File: config.mk
export PLATFORM = sky130hd
export DESIGN_NAME = hot_swap_sequencer
export DESIGN_NICKNAME = d
export VERILOG_FILES = /design/src/hot_swap_pkg.sv /design/src/sync_filter.sv /design/src/delay_source_decode.sv /design/src/hot_swap_sequencer.sv
export SDC_FILE = /design/constraint.sdc
export NUM_CORES = 1
export LEC_CHECK = 0
export BUFFER_PORTS_ARGS = -buffer_cell sky130_fd_sc_hd__buf_2
export CORE_MARGIN = 5
export CORE_UTILIZATION = 40
export CTS_BUF_LIST = sky130_fd_sc_hd__clkbuf_8
export DETAILED_ROUTE_END_ITERATION = 16
export HOLD_SLACK_MARGIN = 0.08
export SETUP_SLACK_MARGIN = 0.15
export SYNTH_ARGS = -nofsm -noshare
export SYNTH_HDL_FRONTEND = slang
export SYNTH_SLANG_ARGS = --single-unit
File: constraint.sdc
create_clock -name core_clk -period 2.7 [get_ports core_clk]
set_clock_uncertainty 0.15 [all_clocks]
set_input_delay 0.135 -clock core_clk [delete_from_list [all_inputs] [get_ports core_clk]]
set_output_delay 0.135 -clock core_clk [all_outputs]
set_load 0.02 [all_outputs]
File: src/hot_swap_pkg.sv
package hot_swap_pkg;

   // Timing: core clock is 20 MHz
   localparam int CLK_PERIOD_NS = 50;
   localparam int ENABLE_FILTER_US = 3;
   localparam int ENABLE_FILTER_CYCLES =
      (ENABLE_FILTER_US * 1000 + CLK_PERIOD_NS - 1) / CLK_PERIOD_NS;

   // Analog figures kept for reference in mV and uA
   localparam int SUPPLY_RISE_MV = 2800;
   localparam int SUPPLY_HYST_MV = 80;
   localparam int DELAY_LOWER_MV = 200;
   localparam int DELAY_UPPER_MV = 1300;
   localparam int GATE_PULLUP_UA = 12;
   localparam int GATE_PULLDOWN_UA = 2000;

   // Reset value of the variant straps
   localparam bit ENABLE_LOW_DEFAULT = 1'b0;
   localparam bit AUTO_RETRY_DEFAULT = 1'b1;

   // Delay capacitor current source selection
   typedef enum logic [2:0] {
      SRC_PULLUP_5UA,
      SRC_PULLUP_60UA,
      SRC_PULLDOWN_2UA,
      SRC_PULLDOWN_100UA
   } delay_source_type;

   // Gate drive mode
   typedef enum logic [2:0] {
      GATE_HOLD_LOW,
      GATE_PULL_UP,
      GATE_REGULATE,
      GATE_FULL_ON,
      GATE_STRONG_DOWN
   } gate_mode_type;

   // Comparator outputs from the analog front end
   typedef struct packed {
      logic supply_ok;
      logic enable_cmp;
      logic delay_below_lower;
      logic delay_above_upper;
      logic over_fault_timing;
      logic fast_trip;
   } comparator_type;

   // One-hot enables for the delay capacitor sources
   typedef struct packed {
      logic pullup_5ua;
      logic pullup_60ua;
      logic pulldown_2ua;
      logic pulldown_100ua;
   } delay_drive_type;

   // Sequencer states
   typedef enum logic [2:0] {
      ST_INIT_CHARGE,
      ST_INIT_DISCHARGE,
      ST_IDLE,
      ST_RAMP,
      ST_ON,
      ST_FAULT_LATCHED,
      ST_COOL_DOWN
   } seq_state_type;

endpackage

File: src/sync_filter.sv
`timescale 1ns/1ns
// Two-flop synchroniser followed by a stability filter
module sync_filter #(
   parameter int FILTER_CYCLES = 60,
   parameter bit RESET_VALUE = 1'b0
) (
   // Clock and reset
   input wire logic core_clk,
   input wire logic rstn,
   // Raw input and filtered output
   input wire logic raw_in,
   output logic filt_out
);
   localparam int CW = $clog2(FILTER_CYCLES + 1);

   initial begin
      if (FILTER_CYCLES < 1) begin
         $error("sync_filter: FILTER_CYCLES must be at least one");
      end
   end

   logic meta_ff;
   logic sync_ff;
   logic [CW-1:0] count_ff;
   logic filt_ff;

   // Two flops ahead of any logic
   always_ff @(posedge core_clk or negedge rstn) begin
      if (!rstn) begin
         meta_ff <= RESET_VALUE;
         sync_ff <= RESET_VALUE;
      end else begin
         meta_ff <= raw_in;
         sync_ff <= meta_ff;
      end
   end

   // Accept a change only after it stands for the full window
   always_ff @(posedge core_clk or negedge rstn) begin
      if (!rstn) begin
         count_ff <= '0;
         filt_ff <= RESET_VALUE;
      end else if (sync_ff == filt_ff) begin
         count_ff <= '0;
      end else if (count_ff == CW'(FILTER_CYCLES - 1)) begin
         count_ff <= '0;
         filt_ff <= sync_ff;
      end else begin
         count_ff <= count_ff + CW'(1);
      end
   end

   assign filt_out = filt_ff;
endmodule

File: src/delay_source_decode.sv
`timescale 1ns/1ns
// One-hot decode of the delay capacitor source selection
module delay_source_decode (
   // Selected source
   input wire hot_swap_pkg::delay_source_type sel,
   // One-hot enables
   output hot_swap_pkg::delay_drive_type drive
);
   import hot_swap_pkg::*;

   // Exactly one enable per selection, pull-down on any unused code
   always_comb begin
      drive = '0;
      unique case (sel)
         SRC_PULLUP_5UA: drive.pullup_5ua = 1'b1;
         SRC_PULLUP_60UA: drive.pullup_60ua = 1'b1;
         SRC_PULLDOWN_2UA: drive.pulldown_2ua = 1'b1;
         SRC_PULLDOWN_100UA: drive.pulldown_100ua = 1'b1;
         default: drive.pulldown_100ua = 1'b1;
      endcase
   end
endmodule

File: src/hot_swap_sequencer.sv
`timescale 1ns/1ns
module hot_swap_sequencer #(
   parameter int FILTER_CYCLES = hot_swap_pkg::ENABLE_FILTER_CYCLES
) (
   // Clock and reset
   input wire logic core_clk,
   input wire logic rstn,
   // Analog comparator outputs, asynchronous to the clock
   input wire hot_swap_pkg::comparator_type cmp,
   // Variant straps
   input wire logic enable_low_input,
   input wire logic auto_retry,
   // Gate drive and delay capacitor sources
   output hot_swap_pkg::gate_mode_type gate_mode,
   output hot_swap_pkg::delay_drive_type delay_drive,
   // Status
   output hot_swap_pkg::seq_state_type seq_state,
   output logic fault_flag,
   output logic in_reset
);
   import hot_swap_pkg::*;

   initial begin
      if (FILTER_CYCLES < 1) begin
         $error("hot_swap_sequencer: FILTER_CYCLES must be at least one");
      end
   end

   // Synchronised comparator levels
   logic [3:0] meta_ff;
   logic [3:0] sync_ff;
   logic supply_ok_meta_ff;
   logic supply_ok_ff;
   logic enable_filt;
   logic enable_low_ff;
   logic auto_retry_ff;
   logic enable_on;
   logic enable_on_prev_ff;
   logic enable_rise;
   logic below_lower;
   logic above_upper;
   logic over_timing;
   logic fast_trip;

   seq_state_type state_ff;
   seq_state_type nxt_state;
   delay_source_type nxt_source;
   delay_source_type source_ff;
   gate_mode_type nxt_gate;
   gate_mode_type gate_ff;

   // Supply lockout level, synchronised; low holds the state, drive and enable edge registers in reset
   always_ff @(posedge core_clk or negedge rstn) begin
      if (!rstn) begin
         supply_ok_meta_ff <= 1'b0;
         supply_ok_ff <= 1'b0;
      end else begin
         supply_ok_meta_ff <= cmp.supply_ok;
         supply_ok_ff <= supply_ok_meta_ff;
      end
   end

   // Two flops ahead of the other comparator levels
   always_ff @(posedge core_clk or negedge rstn) begin
      if (!rstn) begin
         meta_ff <= '0;
         sync_ff <= '0;
      end else begin
         meta_ff <= {cmp.delay_below_lower, cmp.delay_above_upper,
                     cmp.over_fault_timing, cmp.fast_trip};
         sync_ff <= meta_ff;
      end
   end

   assign below_lower = sync_ff[3];
   assign above_upper = sync_ff[2];
   assign over_timing = sync_ff[1];
   assign fast_trip = sync_ff[0];

   // Enable comparator filtered before any action
   sync_filter #(
      .FILTER_CYCLES(FILTER_CYCLES),
      .RESET_VALUE(1'b0)
   ) u_enable_filter (
      .core_clk(core_clk),
      .rstn(rstn),
      .raw_in(cmp.enable_cmp),
      .filt_out(enable_filt)
   );

   // Straps caught by a clocked process while supply is low
   always_ff @(posedge core_clk or negedge rstn) begin
      if (!rstn) begin
         enable_low_ff <= ENABLE_LOW_DEFAULT;
         auto_retry_ff <= AUTO_RETRY_DEFAULT;
      end else if (!supply_ok_ff) begin
         enable_low_ff <= enable_low_input;
         auto_retry_ff <= auto_retry;
      end
   end

   // Polarity applied after filtering
   assign enable_on = enable_filt ^ enable_low_ff;

   // Previous enable level for edge detection
   always_ff @(posedge core_clk or negedge rstn) begin
      if (!rstn) begin
         enable_on_prev_ff <= 1'b0;
      end else if (!supply_ok_ff) begin
         enable_on_prev_ff <= 1'b0;
      end else begin
         enable_on_prev_ff <= enable_on;
      end
   end

   assign enable_rise = enable_on && !enable_on_prev_ff;

   // Next state and outputs of the sequencer
   always_comb begin
      nxt_state = state_ff;
      nxt_source = SRC_PULLDOWN_100UA;
      nxt_gate = GATE_HOLD_LOW;
      unique case (state_ff)
         ST_INIT_CHARGE: begin
            nxt_source = SRC_PULLUP_5UA;
            if (above_upper) begin
               nxt_state = ST_INIT_DISCHARGE;
               nxt_source = SRC_PULLDOWN_100UA;
            end
         end
         ST_INIT_DISCHARGE: begin
            nxt_source = SRC_PULLDOWN_100UA;
            if (below_lower) begin
               nxt_state = ST_IDLE;
            end
         end
         ST_IDLE: begin
            // Level start covers enable already asserted at power-up
            if (enable_on) begin
               nxt_state = ST_RAMP;
               nxt_gate = GATE_PULL_UP;
            end
         end
         ST_RAMP: begin
            if (!enable_on) begin
               nxt_state = ST_IDLE;
            end else if (over_timing && above_upper) begin
               nxt_state = auto_retry_ff ? ST_COOL_DOWN : ST_FAULT_LATCHED;
               nxt_gate = GATE_STRONG_DOWN;
               nxt_source = auto_retry_ff ? SRC_PULLDOWN_2UA : SRC_PULLDOWN_100UA;
            end else if (fast_trip) begin
               nxt_gate = GATE_STRONG_DOWN;
               nxt_source = over_timing ? SRC_PULLUP_60UA : SRC_PULLDOWN_100UA;
            end else if (over_timing) begin
               nxt_gate = GATE_REGULATE;
               nxt_source = SRC_PULLUP_60UA;
            end else begin
               nxt_gate = GATE_PULL_UP;
               if (below_lower) begin
                  nxt_state = ST_ON;
                  nxt_gate = GATE_FULL_ON;
               end
            end
         end
         ST_ON: begin
            nxt_gate = GATE_FULL_ON;
            nxt_source = SRC_PULLDOWN_100UA;
            if (!enable_on) begin
               nxt_state = ST_IDLE;
               nxt_gate = GATE_HOLD_LOW;
            end else if (fast_trip) begin
               nxt_state = ST_RAMP;
               nxt_gate = GATE_STRONG_DOWN;
            end else if (over_timing) begin
               nxt_state = ST_RAMP;
               nxt_gate = GATE_REGULATE;
               nxt_source = SRC_PULLUP_60UA;
            end
         end
         ST_FAULT_LATCHED: begin
            nxt_gate = GATE_STRONG_DOWN;
            if (!enable_on) begin
               nxt_state = ST_IDLE;
               nxt_gate = GATE_HOLD_LOW;
            end
         end
         ST_COOL_DOWN: begin
            nxt_gate = GATE_STRONG_DOWN;
            nxt_source = SRC_PULLDOWN_2UA;
            if (!enable_on) begin
               nxt_state = ST_IDLE;
               nxt_gate = GATE_HOLD_LOW;
               nxt_source = SRC_PULLDOWN_100UA;
            end else if (below_lower) begin
               nxt_state = ST_RAMP;
               nxt_gate = GATE_PULL_UP;
               nxt_source = SRC_PULLDOWN_100UA;
            end
         end
         default: begin
            nxt_state = ST_INIT_CHARGE;
         end
      endcase
   end

   // Sequencer state register; low supply restarts the initial cycle
   always_ff @(posedge core_clk or negedge rstn) begin
      if (!rstn) begin
         state_ff <= ST_INIT_CHARGE;
      end else if (!supply_ok_ff) begin
         state_ff <= ST_INIT_CHARGE;
      end else begin
         state_ff <= nxt_state;
      end
   end

   // Drive registers, held low and pulled down while in reset
   always_ff @(posedge core_clk or negedge rstn) begin
      if (!rstn) begin
         gate_ff <= GATE_HOLD_LOW;
         source_ff <= SRC_PULLDOWN_100UA;
      end else if (!supply_ok_ff) begin
         gate_ff <= GATE_HOLD_LOW;
         source_ff <= SRC_PULLDOWN_100UA;
      end else begin
         gate_ff <= nxt_gate;
         source_ff <= nxt_source;
      end
   end

   // One-hot source enables
   delay_source_decode u_decode (
      .sel(source_ff),
      .drive(delay_drive)
   );

   assign gate_mode = gate_ff;
   assign seq_state = state_ff;
   assign fault_flag = (state_ff == ST_FAULT_LATCHED) || (state_ff == ST_COOL_DOWN);
   assign in_reset = !supply_ok_ff;

   // Low supply forces the gate low one cycle later
   property p_reset_gate_low;
      @(posedge core_clk) disable iff (!rstn)
         !supply_ok_ff |=> gate_ff == GATE_HOLD_LOW;
   endproperty
   a_reset_gate_low: assert property (p_reset_gate_low) else $error("gate not low in reset");

   // No gate drive before the initial cycle completes
   property p_no_drive_early;
      @(posedge core_clk) disable iff (!rstn)
         (state_ff == ST_INIT_CHARGE || state_ff == ST_INIT_DISCHARGE)
            |-> gate_ff == GATE_HOLD_LOW;
   endproperty
   a_no_drive_early: assert property (p_no_drive_early) else $error("gate driven early");

   // A rising filtered enable in idle starts the ramp with the gate pull-up
   property p_enable_start;
      @(posedge core_clk) disable iff (!rstn)
         supply_ok_ff && state_ff == ST_IDLE && enable_rise
            |=> state_ff == ST_RAMP && gate_ff == GATE_PULL_UP;
   endproperty
   a_enable_start: assert property (p_enable_start) else $error("enable start missed");

   // Initial charge uses the small pull-up
   property p_init_charge;
      @(posedge core_clk) disable iff (!rstn)
         supply_ok_ff && state_ff == ST_INIT_CHARGE && !above_upper
            |=> source_ff == SRC_PULLUP_5UA;
   endproperty
   a_init_charge: assert property (p_init_charge) else $error("init charge source wrong");

   // Enable dropped during operation grounds the gate
   property p_enable_abort;
      @(posedge core_clk) disable iff (!rstn)
         supply_ok_ff && !enable_on && (state_ff == ST_ON || state_ff == ST_RAMP)
            |=> gate_ff == GATE_HOLD_LOW && source_ff == SRC_PULLDOWN_100UA;
   endproperty
   a_enable_abort: assert property (p_enable_abort) else $error("enable abort missed");

   // Overcurrent in ramp times the fault on the 60 uA source
   property p_fault_timing;
      @(posedge core_clk) disable iff (!rstn)
         supply_ok_ff && state_ff == ST_RAMP && enable_on && over_timing && !above_upper
            |=> source_ff == SRC_PULLUP_60UA;
   endproperty
   a_fault_timing: assert property (p_fault_timing) else $error("fault timing source off");

   // Fast trip pulls the gate down on the next edge
   property p_fast_trip;
      @(posedge core_clk) disable iff (!rstn)
         supply_ok_ff && enable_on && fast_trip
            && (state_ff == ST_RAMP || state_ff == ST_ON)
            |=> gate_ff == GATE_STRONG_DOWN;
   endproperty
   a_fast_trip: assert property (p_fast_trip) else $error("fast trip not acted on");

   // Expired fault time leads to a fault state
   property p_fault_declared;
      @(posedge core_clk) disable iff (!rstn)
         supply_ok_ff && state_ff == ST_RAMP && enable_on && over_timing && above_upper
            |=> fault_flag && gate_ff == GATE_STRONG_DOWN;
   endproperty
   a_fault_declared: assert property (p_fault_declared) else $error("fault not declared");

   // Latched fault holds while enable stays asserted
   property p_latch_hold;
      @(posedge core_clk) disable iff (!rstn)
         supply_ok_ff && state_ff == ST_FAULT_LATCHED && enable_on
            |=> state_ff == ST_FAULT_LATCHED;
   endproperty
   a_latch_hold: assert property (p_latch_hold) else $error("latch-off released");

   // Cool-down ends in a retry at the lower threshold
   property p_retry;
      @(posedge core_clk) disable iff (!rstn)
         supply_ok_ff && state_ff == ST_COOL_DOWN && enable_on && below_lower
            |=> state_ff == ST_RAMP ##0 gate_ff == GATE_PULL_UP;
   endproperty
   a_retry: assert property (p_retry) else $error("auto retry missing");

   // Never more than one delay source enabled
   property p_one_source;
      @(posedge core_clk) disable iff (!rstn)
         $onehot(delay_drive);
   endproperty
   a_one_source: assert property (p_one_source) else $error("delay sources not one-hot");
endmodule

# == After elaboration in Yosys (flattened, before gate mapping) ==
# Cells that the tools add are included.
# totals
regBits,30
latch_bits,0
ram_bits,0
mem_bits_ro,0
inputBits,10
out_inout_bits,12
mem_count,0
# classes
add_sub_neg,1
multipliers,0
n_div,0
order_cmp,0
n_eq_ne,19
shift,0
muxes,48
n_bitwise,2
reduce_logical,8
# op_table
cell,n
$mux W3,25
$pmux W3 S7,1
$ne A5 B5 Y1 const B,4
$mux W2,9
$pmux W3 S5,1
$mux W6,2
$ne A3 B3 Y1 const B,4
$eq A3 B2 Y1 const B,3
$eq A3 B3 Y1 const B,3
$mux W1,9
$reduce_and A9 Y1,1
$pmux W2 S4,1
$add A6 B1 Y6 const B,1
$eq A3 B1 Y1 const B,2
$eq A6 B6 Y1 const B,1
$logic_not A3 Y1,2
$ne A4 B4 Y1 const B,1
$reduce_or A3 Y1,1
$reduce_and A2 Y1,1
$eq A1 B1 Y1,1
$logic_and A1 B1 Y1,1
$logic_not A1 Y1,1
$logic_or A1 B1 Y1,1
$not A1 Y1,1
$xor A1 B1 Y1,1

# == Longest topological paths before layout ==
# Gate-level depths: netlist (run 1).
# logic_depth
word_depth,7
depth_mapped,7
mapped_depth_nobuf,5

# == Cells and area by module ==
# Synthesis (run 1) repeated with hierarchy kept, for this count alone.
# unflattened
cells_unflattened,138
hier_area_um2,1405.1
# modules_own_cells
module,n_inst,cells_per_inst,area_each_um2
hot_swap_sequencer,1,105,1021.0
sync_filter,1,29,355.3
delay_source_decode,1,4,28.8

# == Worst setup path after synthesis (run 1) ==
# Ideal clock, no wire load.
# synth_path
path_kind,register to register
start,register state_ff[0] (netlist: seq_state[0])
end,register state_ff[1] (netlist: seq_state[1])
arrival_ns,1.628
required_ns,2.472
path_slack_ns,0.845
stages_incl_launch_ff,8
path_buffers,2
cell_sequence,dfrtp_1 buf_6 and3b_2 clkbuf_1 nand4_2 o311ai_2 or3_1 a21oi_1
# synth_via
elab_chain_len,3
word_cells_on_any_way,19
# synth_lines
element,line,source
"start, declared",hot_swap_sequencer.sv:45,seq_state_type state_ff;
"start signal, assigned",hot_swap_sequencer.sv:213,state_ff <= nxt_state;
$eq A3 B2 Y1 (tied with other cells),hot_swap_sequencer.sv:123,unique case (state_ff)
$ne A5 B5 Y1 (no line) (tied with other cells),-,
$reduce_and A9 Y1 (no line) or $mux W3 (tied branches),-,
# Parallel ways exist; a longest one is shown, timed or not.
# A chain may end at the register's enable or synchronous reset.

# == Worst setup path after layout (run 1) ==
# Ends and elaborated chain as after synthesis.

==> results by stage, run 1 <==
Run status:
- The run finished with clean final reports.

Floorplanning:
- The floorplan step set the die height to 68.1 um.
- The die area is 4630 sq um.
- The starting density of the core is 40.7%.
- The horizontal extent of the die is between 60 and 70 um.
- The placement row count is 21.
- The number of ports placed on the die boundary is 22.
- The floorplan step defined a core boundary enclosing approximately 3300 sq um.

Placed design:
- The placer congestion estimate is 0.826.
- The post-placement cell count is around 190.
- The port buffer count is 21.
- Detailed placement ended at an HPWL of 1710 um.

Critical path:
- The class of the most critical setup path is reg -> reg.
- Along the worst path, the maximum fanout reaches 17.
- The critical-path cell with the highest stage delay is sky130_fd_sc_hd__dfrtp_1.
- The delay of the slowest cell on the worst path is 0.56 ns.
- The length in cells of the worst reg-to-reg path is 5.
- For the worst setup path, the data required time is roughly 2.8 ns.
- The critical path goes through and3b_2 > nand4_2 > o311ai_2 > or3_1 > a21oi_1.
- The worst reg-to-reg setup slack is ~0.8 ns.
- The worst register-to-register path ends at seq_state[1].
- The critical path capture point type is a flop.
- The signal arrival time at the worst endpoint is 1.95 ns.
- The critical path startpoint category is a flop.
- In this run the critical register-to-register path is launched from seq_state[0].

Routing:
- For this run, design rule violations remaining after detail routing come to 0.
- The first detailed-routing pass took 4 iterations.
- In the final routed layout, each cell accounts on average for 12.1 um.
- The total wire length after detailed routing is 2440 um.
- The count of nets left with antenna violations after detail routing is 0.
- The via density per instance is 5.03.
- The detailed router finished its first iteration with 53 violations.
- The overall via count from detail_route is 1016.

Pwr:
- Net switching is 23.7% of the power.
- The power per cell area is 642 nW/um^2.
- Sequential cells account for 46.4% of the total power.
- Combinational logic is responsible for 11.4% of the overall power.
- IR analysis of the VDD net gives a maximum drop of 0.376 mV.
- The clock network fraction of design power is 42.2%.
- Internal power comes to 812 uW.
- Summed over all cells, the static leakage comes to 0.749 nW.
- In this run the power spent charging and discharging nets is 253 uW.
- Summing internal, switching and leakage power gives 1.06 mW.

Clock network:
- The H-tree level count is 2.
- The maximum clock insertion buffer count is 2.
- The number of clock sinks is 29.
- Counting the buffers created by CTS gives 5.
- The clock reaches the later pin of the worst-skew pair after approximately 0.28 ns.
- The post-cts resize count is 0.
- The clock tree from TritonCTS is yes.
- In this run the post-CTS setup repair buffer count came out at 0.
- The number of buffers inserted for hold repair after clock tree synthesis is 9.
- The register clock-pin slew on the reported worst setup and hold paths is 0.06 ns.
- The clock root buffer is sky130_fd_sc_hd__clkbuf_8.

Worst hold path:
- The hold path startpoint is supply_ok_meta_ff.
- For hold timing, the worst endpoint is supply_ok_ff.
- The number of cells traversed by the worst hold path is 0.
- The worst hold-check path type is reg -> reg.

Timing:
- The time the worst path needs with I/O delays and setup is 1.89 ns.
- Final hold analysis gives a worst-case slack of roughly 0.2 ns.
- Setup repair after global routing left no endpoint under its margin.
- At the pin with the least slew margin, the transition time is around 0.61 ns.
- The final number of setup-violating endpoints is 0.
- Based on the critical path, the design can be clocked at up to around 530 MHz.
- The sum of negative setup slack is 0 ns.
- The final period utilization is 70.2%.
- In this run the tightest slew margin relative to its limit is 59.3%.
- The final count of pins violating max slew is 0.
- The number of endpoints with negative hold slack in the final report came to 0.

GRT:
- Entering global routing, the biggest net connects 30 pins.
- The first global-routing pass estimated 4170 um of wire.
- After global routing the overflow that remains totals 0.
- The number of global-route vias before repair was 995.
- Global routing used 12.5% of the available tracks across all layers.
- The initial antenna violation count was 0.

Logic synthesis:
- In this run, synthesis produced a sequential element count of 29.
- By area the synthesized netlist is led by sky130_fd_sc_hd__dfrtp_1 (48%), sky130_fd_sc_hd__dfstp_2 (5.8%), sky130_fd_sc_hd__nor2_1 (5.6%).
- The share of synthesized registers carrying an async set or reset is 100%.
- The number of enable-type register cells in the synthesized netlist is 0.
- Synthesis handed over a netlist of 125 instances.
- The top cell type by total area after synthesis is sky130_fd_sc_hd__dfrtp_1.
- Among all flip-flop cells after synthesis, the most frequent one is sky130_fd_sc_hd__dfrtp_1.
- The count of yosys warnings during synthesis is 0.
- The mapped cell area is roughly 1300 sq um.
- The post-synthesis net count is between 100 and 150.
- The fraction of synthesized cell area taken by the top area cell type is slightly below 50%.
- The netlist uses 36 different library cells.
- The most common cell in the netlist is sky130_fd_sc_hd__dfrtp_1.
- After synthesis, the most frequently instantiated cells are sky130_fd_sc_hd__dfrtp_1 (26), sky130_fd_sc_hd__nor2_1 (20), sky130_fd_sc_hd__nand2_1 (8).
- Summing the sequential cell areas from Yosys gives 54.1% of the chip area.
- Dividing the synthesized area by the synthesized cell count gives 10.8 sq um.

Cells and area:
- The antenna diode count is 0.
- The count of non-filler cells in the finished layout is 202.
- The number of nets at the end of the flow is about 170.
- The fraction of final layout cells with drive strength greater than 1 is between 20% and 30%.
- For this run, the share of the core covered by cells in the final layout is 50.1%.
- The area growth from synthesis to final layout is 22.9%.

Job:
- Max-cap violations in this run came to 0.
-- critical path: cells and delay by family, from the launching register on --
kind | cells | cell delay, ns
AND/OR/NAND/NOR | 3 | 0.83
flip-flops | 1 | 0.56
AO/OA/AOI/OAI | 2 | 0.27
-- kinds of logic after synthesis --
family | share of synthesized area, %
multiplexers | 3.99
AO/OA/AOI/OAI | 10.9
XOR/XNOR | 5.75
flip-flops | 54.1
adder cells (fa/ha/maj) | 0.927
AND/OR/NAND/NOR | 18.7
buffers and inverters | 5.57
-- power by group through the flow --
| stage | combinational [mW] | sequential (mW) | clock [mW] |
|---|---|---|---|
| final | 0.121 | 0.494 | 0.450 |
| after global routing | 0.138 | 0.499 | 0.481 |
| after CTS | 0.123 | 0.493 | 0.462 |
| after detailed placement | 0.113 | 0.501 | 0 |
| after global placement | 0.114 | 0.499 | 0 |
| after floorplan | 0.0937 | 0.488 | 0 |
-- per-stage QoR --
step | worst slack (ns) | cell area, sq um
after global routing | 0.685 | 1660
after CTS | 0.802 | 1660
after global placement | 0.869 | 1450
after floorplan | 0.845 | 1350
final | 0.806 | 1660
after detailed placement | 0.813 | 1450
-- metal layers --
layer	routed length, um	track usage, %	vias up
li1	-	-	489
met1	1050	14.4	479
met2	1130	19.1	39
met3	187	4.11	9
met4	79	9.43	0
met5	0	0	-
-- worst max-delay path by stage --
stage                  from            to  slack, ns
2_1_floorplan  seq_state[0]  seq_state[1]       0.84
3_3_place_gp   seq_state[0]  seq_state[1]       0.87
3_5_place_dp   seq_state[0]  seq_state[1]       0.81
4_1_cts        seq_state[0]  seq_state[1]       0.80
5_1_grt        seq_state[0]  seq_state[1]       0.69
6_report       seq_state[0]  seq_state[1]       0.81
-- registers in the layout, summed over array words and instances, names as in the netlist, 2 cells and up --
signal and cells:
gate_mode 3, meta_ff 4, source_ff 2, u_enable_filter.count_ff 6, sync_ff 4, seq_state 3
-- layout by cell type (no fill, tap or decap), types with 4 or more instances in the layout --
cell / n
sky130_fd_sc_hd__buf_2: 21
sky130_fd_sc_hd__a21oi_1: 4
sky130_fd_sc_hd__o21ai_0: 5
sky130_fd_sc_hd__xor2_1: 4
sky130_fd_sc_hd__nand3_1: 5
sky130_fd_sc_hd__dlygate4sd3_1: 9
sky130_fd_sc_hd__nand2_1: 8
sky130_fd_sc_hd__nor2_1: 20
sky130_fd_sc_hd__dfrtp_1: 26
sky130_fd_sc_hd__clkbuf_8: 6
-- area by class of cell --
cell class / count / area, sq um
clock buffer: 6 / 82.6
clock inverter: 2 / 33.8
fill: 324 / 1650
inverter: 2 / 7.51
multi-input combinational: 86 / 544
sequential: 29 / 729
tap: 46 / 57.6
timing repair buffer: 31 / 203
Note: power is estimated with default switching activity, not from simulation.
==> inputs of run 2 (changes only) <==
==> constraint.sdc (replaced) <==
create_clock -name core_clk -period 1.66 [get_ports core_clk]
set_clock_uncertainty 0.15 [all_clocks]
set_input_delay 0.083 -clock core_clk [delete_from_list [all_inputs] [get_ports core_clk]]
set_output_delay 0.083 -clock core_clk [all_outputs]
set_load 0.02 [all_outputs]
==> results by stage, run 2 (same netlist as run 1, synthesis figures left out) <==
Placed design:
- The placer congestion estimate was 0.850 (was 0.826).
- The setup slack after placement is -0.0193 ns (was 0.813 ns).
- The post-placement cell count came to 198 (was 185).
- The port buffer count was 21 (unchanged).
- The post-detailed-placement half-perimeter wirelength is 1940 um (was 1710 um).

Clock network:
- The number of clock sinks came to 29 (unchanged).
- The clock tree from TritonCTS is yes (unchanged).
- The H-tree level count is 2 (unchanged).
- The clock root buffer is sky130_fd_sc_hd__clkbuf_8 (unchanged).
- The register clock-pin slew on the reported worst setup and hold paths came to 0.06 ns (about the same).
- The clock latency of the later-clocked register in the worst-skew pair is 0.28 ns (about the same).
- The number of buffers inserted during clock tree synthesis is 5 (unchanged).
- The maximum clock insertion buffer count is 2 (unchanged).

GRT:
- The global route total overflow came to 0 (unchanged).
- The global-route usage over all layers was 14.4% (was 12.5%).
- The initial antenna violation count is 0 (unchanged).
- The global-route wire length before repair is 4810 um (was 4170 um).
- The largest net degree at the start of global routing came to 30 (unchanged).
- The number of global-route vias before repair is 1110 (was 995).

Pwr:
- The worst voltage drop across the vdd grid came to 0.619 mV (was 0.376 mV).
- The switching power of the nets came to 464 uW (was 253 uW).
- The leakage power summed over all cells is 0.834 nW (was 0.749 nW).
- The internal portion of total power is 1.18 mW (was 812 uW).
- The power per cell area is 878 nW/um^2 (was 642 nW/um^2).
- The portion of total power attributed to combinational logic is 18.5% (was 11.4%).
- The switching power share of the total came to 28.3% (was 23.7%).
- The sequential power share is 48.3% (was 46.4%).
- The clock network fraction of design power came to 33.2% (was 42.2%).

Timing:
- The final count of pins violating max slew came to 0 (unchanged).
- The final period utilization is 103% (was 70.2%).
- The final hold slack is 0.197 ns (about the same).
- The worst-case headroom to the max-slew limit is 58.1% (was 59.3%).
- Unrepaired setup endpoints after global routing: true (was false).
- The transition at the pin with the smallest max-transition slack was 0.629 ns (was 0.611 ns).
- The number of endpoints with negative hold slack in the final report came to 0 (unchanged).
- The setup slack of the critical path after layout is -0.0540 ns (was 0.806 ns).
- The final number of setup-violating endpoints came to 1 (was 0).
- The time the worst path needs with I/O delays and setup is 1.71 ns (was 1.89 ns).
- The fmax came to 583 MHz (was 528 MHz).

Routing:
- The total wire length after detailed routing is 2960 um (was 2440 um).
- The count of nets left with antenna violations after detail routing was 0 (unchanged).
- The overall via count from detail_route is 1092 (was 1016).
- The routed length per placed instance is 13.4 um (was 12.1 um).
- The residual DRC count is 0 (unchanged).
- The via density per instance is 4.96 (was 5.03).
- The number of iterations in the first detailed-routing pass was 4 (unchanged).
- The initial detailed-routing violation count is 48 (was 53).

Floorplanning:
- The number of ports placed on the die boundary is 22 (unchanged).
- The die span in y is 68.1 um (unchanged).
- The starting density of the core was 40.7% (unchanged).
- The core footprint is 3310 sq um (unchanged).
- The horizontal extent of the die came to 68.1 um (unchanged).
- The placement row count is 21 (unchanged).
- The die area is 4630 sq um (unchanged).

Critical path:
- The largest fanout on the critical path is 3 (was 17).
- The class of the most critical setup path was reg -> reg (unchanged).
- The critical path capture point type is a flop (unchanged).
- The required time of the critical path is 1.72 ns (was 2.75 ns).
- The critical path startpoint category is a flop (unchanged).
- The signal arrival time at the worst endpoint was 1.77 ns (was 1.95 ns).

Cells and area:
- The number of nets at the end of the flow is 184 (was 166).
- The antenna diode count is 0 (unchanged).
- Leading cell types in the layout, fill and taps excluded: sky130_fd_sc_hd__dfrtp_1 (22), sky130_fd_sc_hd__buf_2 (21), sky130_fd_sc_hd__nor2_1 (17) (was sky130_fd_sc_hd__dfrtp_1 (26), sky130_fd_sc_hd__buf_2 (21), sky130_fd_sc_hd__nor2_1 (20)).
- Largest registers: u_enable_filter.count_ff: 6 flops, meta_ff: 4 flops, sync_ff: 4 flops (unchanged).
- The largest register by flop count is u_enable_filter.count_ff (unchanged).
- The utilization of the core after routing was 56.4% (was 50.1%).
- The count of non-filler cells in the finished layout came to 220 (was 202).
- The most common cell after layout, fill and taps aside is sky130_fd_sc_hd__dfrtp_1 (unchanged).
- The fraction of final layout cells with drive strength greater than 1 was 42.0% (was 25.6%).
- The area growth from synthesis to final layout is 38.5% (was 22.9%).
- The number of flip-flops in the largest register came to 6 (unchanged).

Run status:
- Result of the run: finished, violations left (was completed).
- The checks that failed: negative setup slack.

Job:
- The max-capacitance violation count is 0 (unchanged).

Worst hold path:
- The worst hold-check path type is reg -> reg (unchanged).
[run 2: cell count changes in the layout (fill, tap and decap cells not counted), moves of 2 or more]
cell and change:
sky130_fd_sc_hd__a22oi_1 -2, sky130_fd_sc_hd__a22oi_2 +2, sky130_fd_sc_hd__a31oi_1 -2, sky130_fd_sc_hd__a31oi_4 +2, sky130_fd_sc_hd__buf_4 +15, sky130_fd_sc_hd__buf_6 +2
sky130_fd_sc_hd__clkinv_2 +2, sky130_fd_sc_hd__dfrtp_1 -4, sky130_fd_sc_hd__dfrtp_2 +4, sky130_fd_sc_hd__nor2_1 -3, sky130_fd_sc_hd__nor2_2 +3
[run 2: layer usage]
metal  wire (um)  part of all wire, %  track usage, %
met2        1410                   48            25.0
met1        1270                   43            15.1
met5           0                    0               0
met4         118                  4.0            8.19
met3         155                  5.2            4.93
[run 2: critical path, stage by stage, from the launching register on]
cell,delay [ns]
sky130_fd_sc_hd__dfrtp_1,0.38
sky130_fd_sc_hd__or3b_4,0.42
sky130_fd_sc_hd__nand4_4,0.09
sky130_fd_sc_hd__o311ai_4,0.11
sky130_fd_sc_hd__or3_1,0.35
sky130_fd_sc_hd__a21oi_2,0.14
[run 2: final timing paths]
check,endpoint,slack (ns),startpoint,cells past startpoint
worst max-delay path,seq_state[1],-0.05,sync_ff[0],5
worst min-delay path,supply_ok_ff,0.20,supply_ok_meta_ff,0
worst max register to register,seq_state[1],-0.05,sync_ff[0],5
worst min register to register,supply_ok_ff,0.20,supply_ok_meta_ff,0
max in group asynchronous,seq_state[0],0.70,rstn,2
min in group asynchronous,meta_ff[0],0.21,rstn,2
[run 2: area by class of cell]
type	count	area, sq um
clock buffers	5	68.8
clock inverters	3	13.8
fillers	291	1440
inverters	2	7.51
multi-input cells	86	643
flip-flops and latches	29	734
well taps	46	57.6
repair buffers	49	343
[run 2: per-stage QoR]
stage	power (mW)	setup TNS [ns]	area, sq um
4_1_cts	1.62	-0.0309	1760
6_report	1.64	-0.0540	1870
3_3_place_gp	1.04	0	1570
2_1_floorplan	0.956	-0.0747	1380
5_1_grt	1.74	-0.121	1870
3_5_place_dp	1.05	-0.0193	1570
[run 2: power groups by stage]
| stage | combinational (mW) | sequential [mW] | clock, mW |
|---|---|---|---|
| final | 0.303 | 0.792 | 0.545 |
| after global routing | 0.332 | 0.797 | 0.615 |
| after CTS | 0.265 | 0.789 | 0.562 |
| after detailed placement | 0.245 | 0.801 | 0 |
| after global placement | 0.240 | 0.799 | 0 |
| after floorplan | 0.161 | 0.796 | 0 |
[run 2: timing repair]
item / 4_1_cts / 5_1_grt
pin swaps: 2 / 11
endpoints found under the setup margin: 8 / 8
hold buffers: 9 / 0
endpoints found under the hold margin: 37 / 0
buffers inserted: 0 / 5
resized for setup: 3 / 14
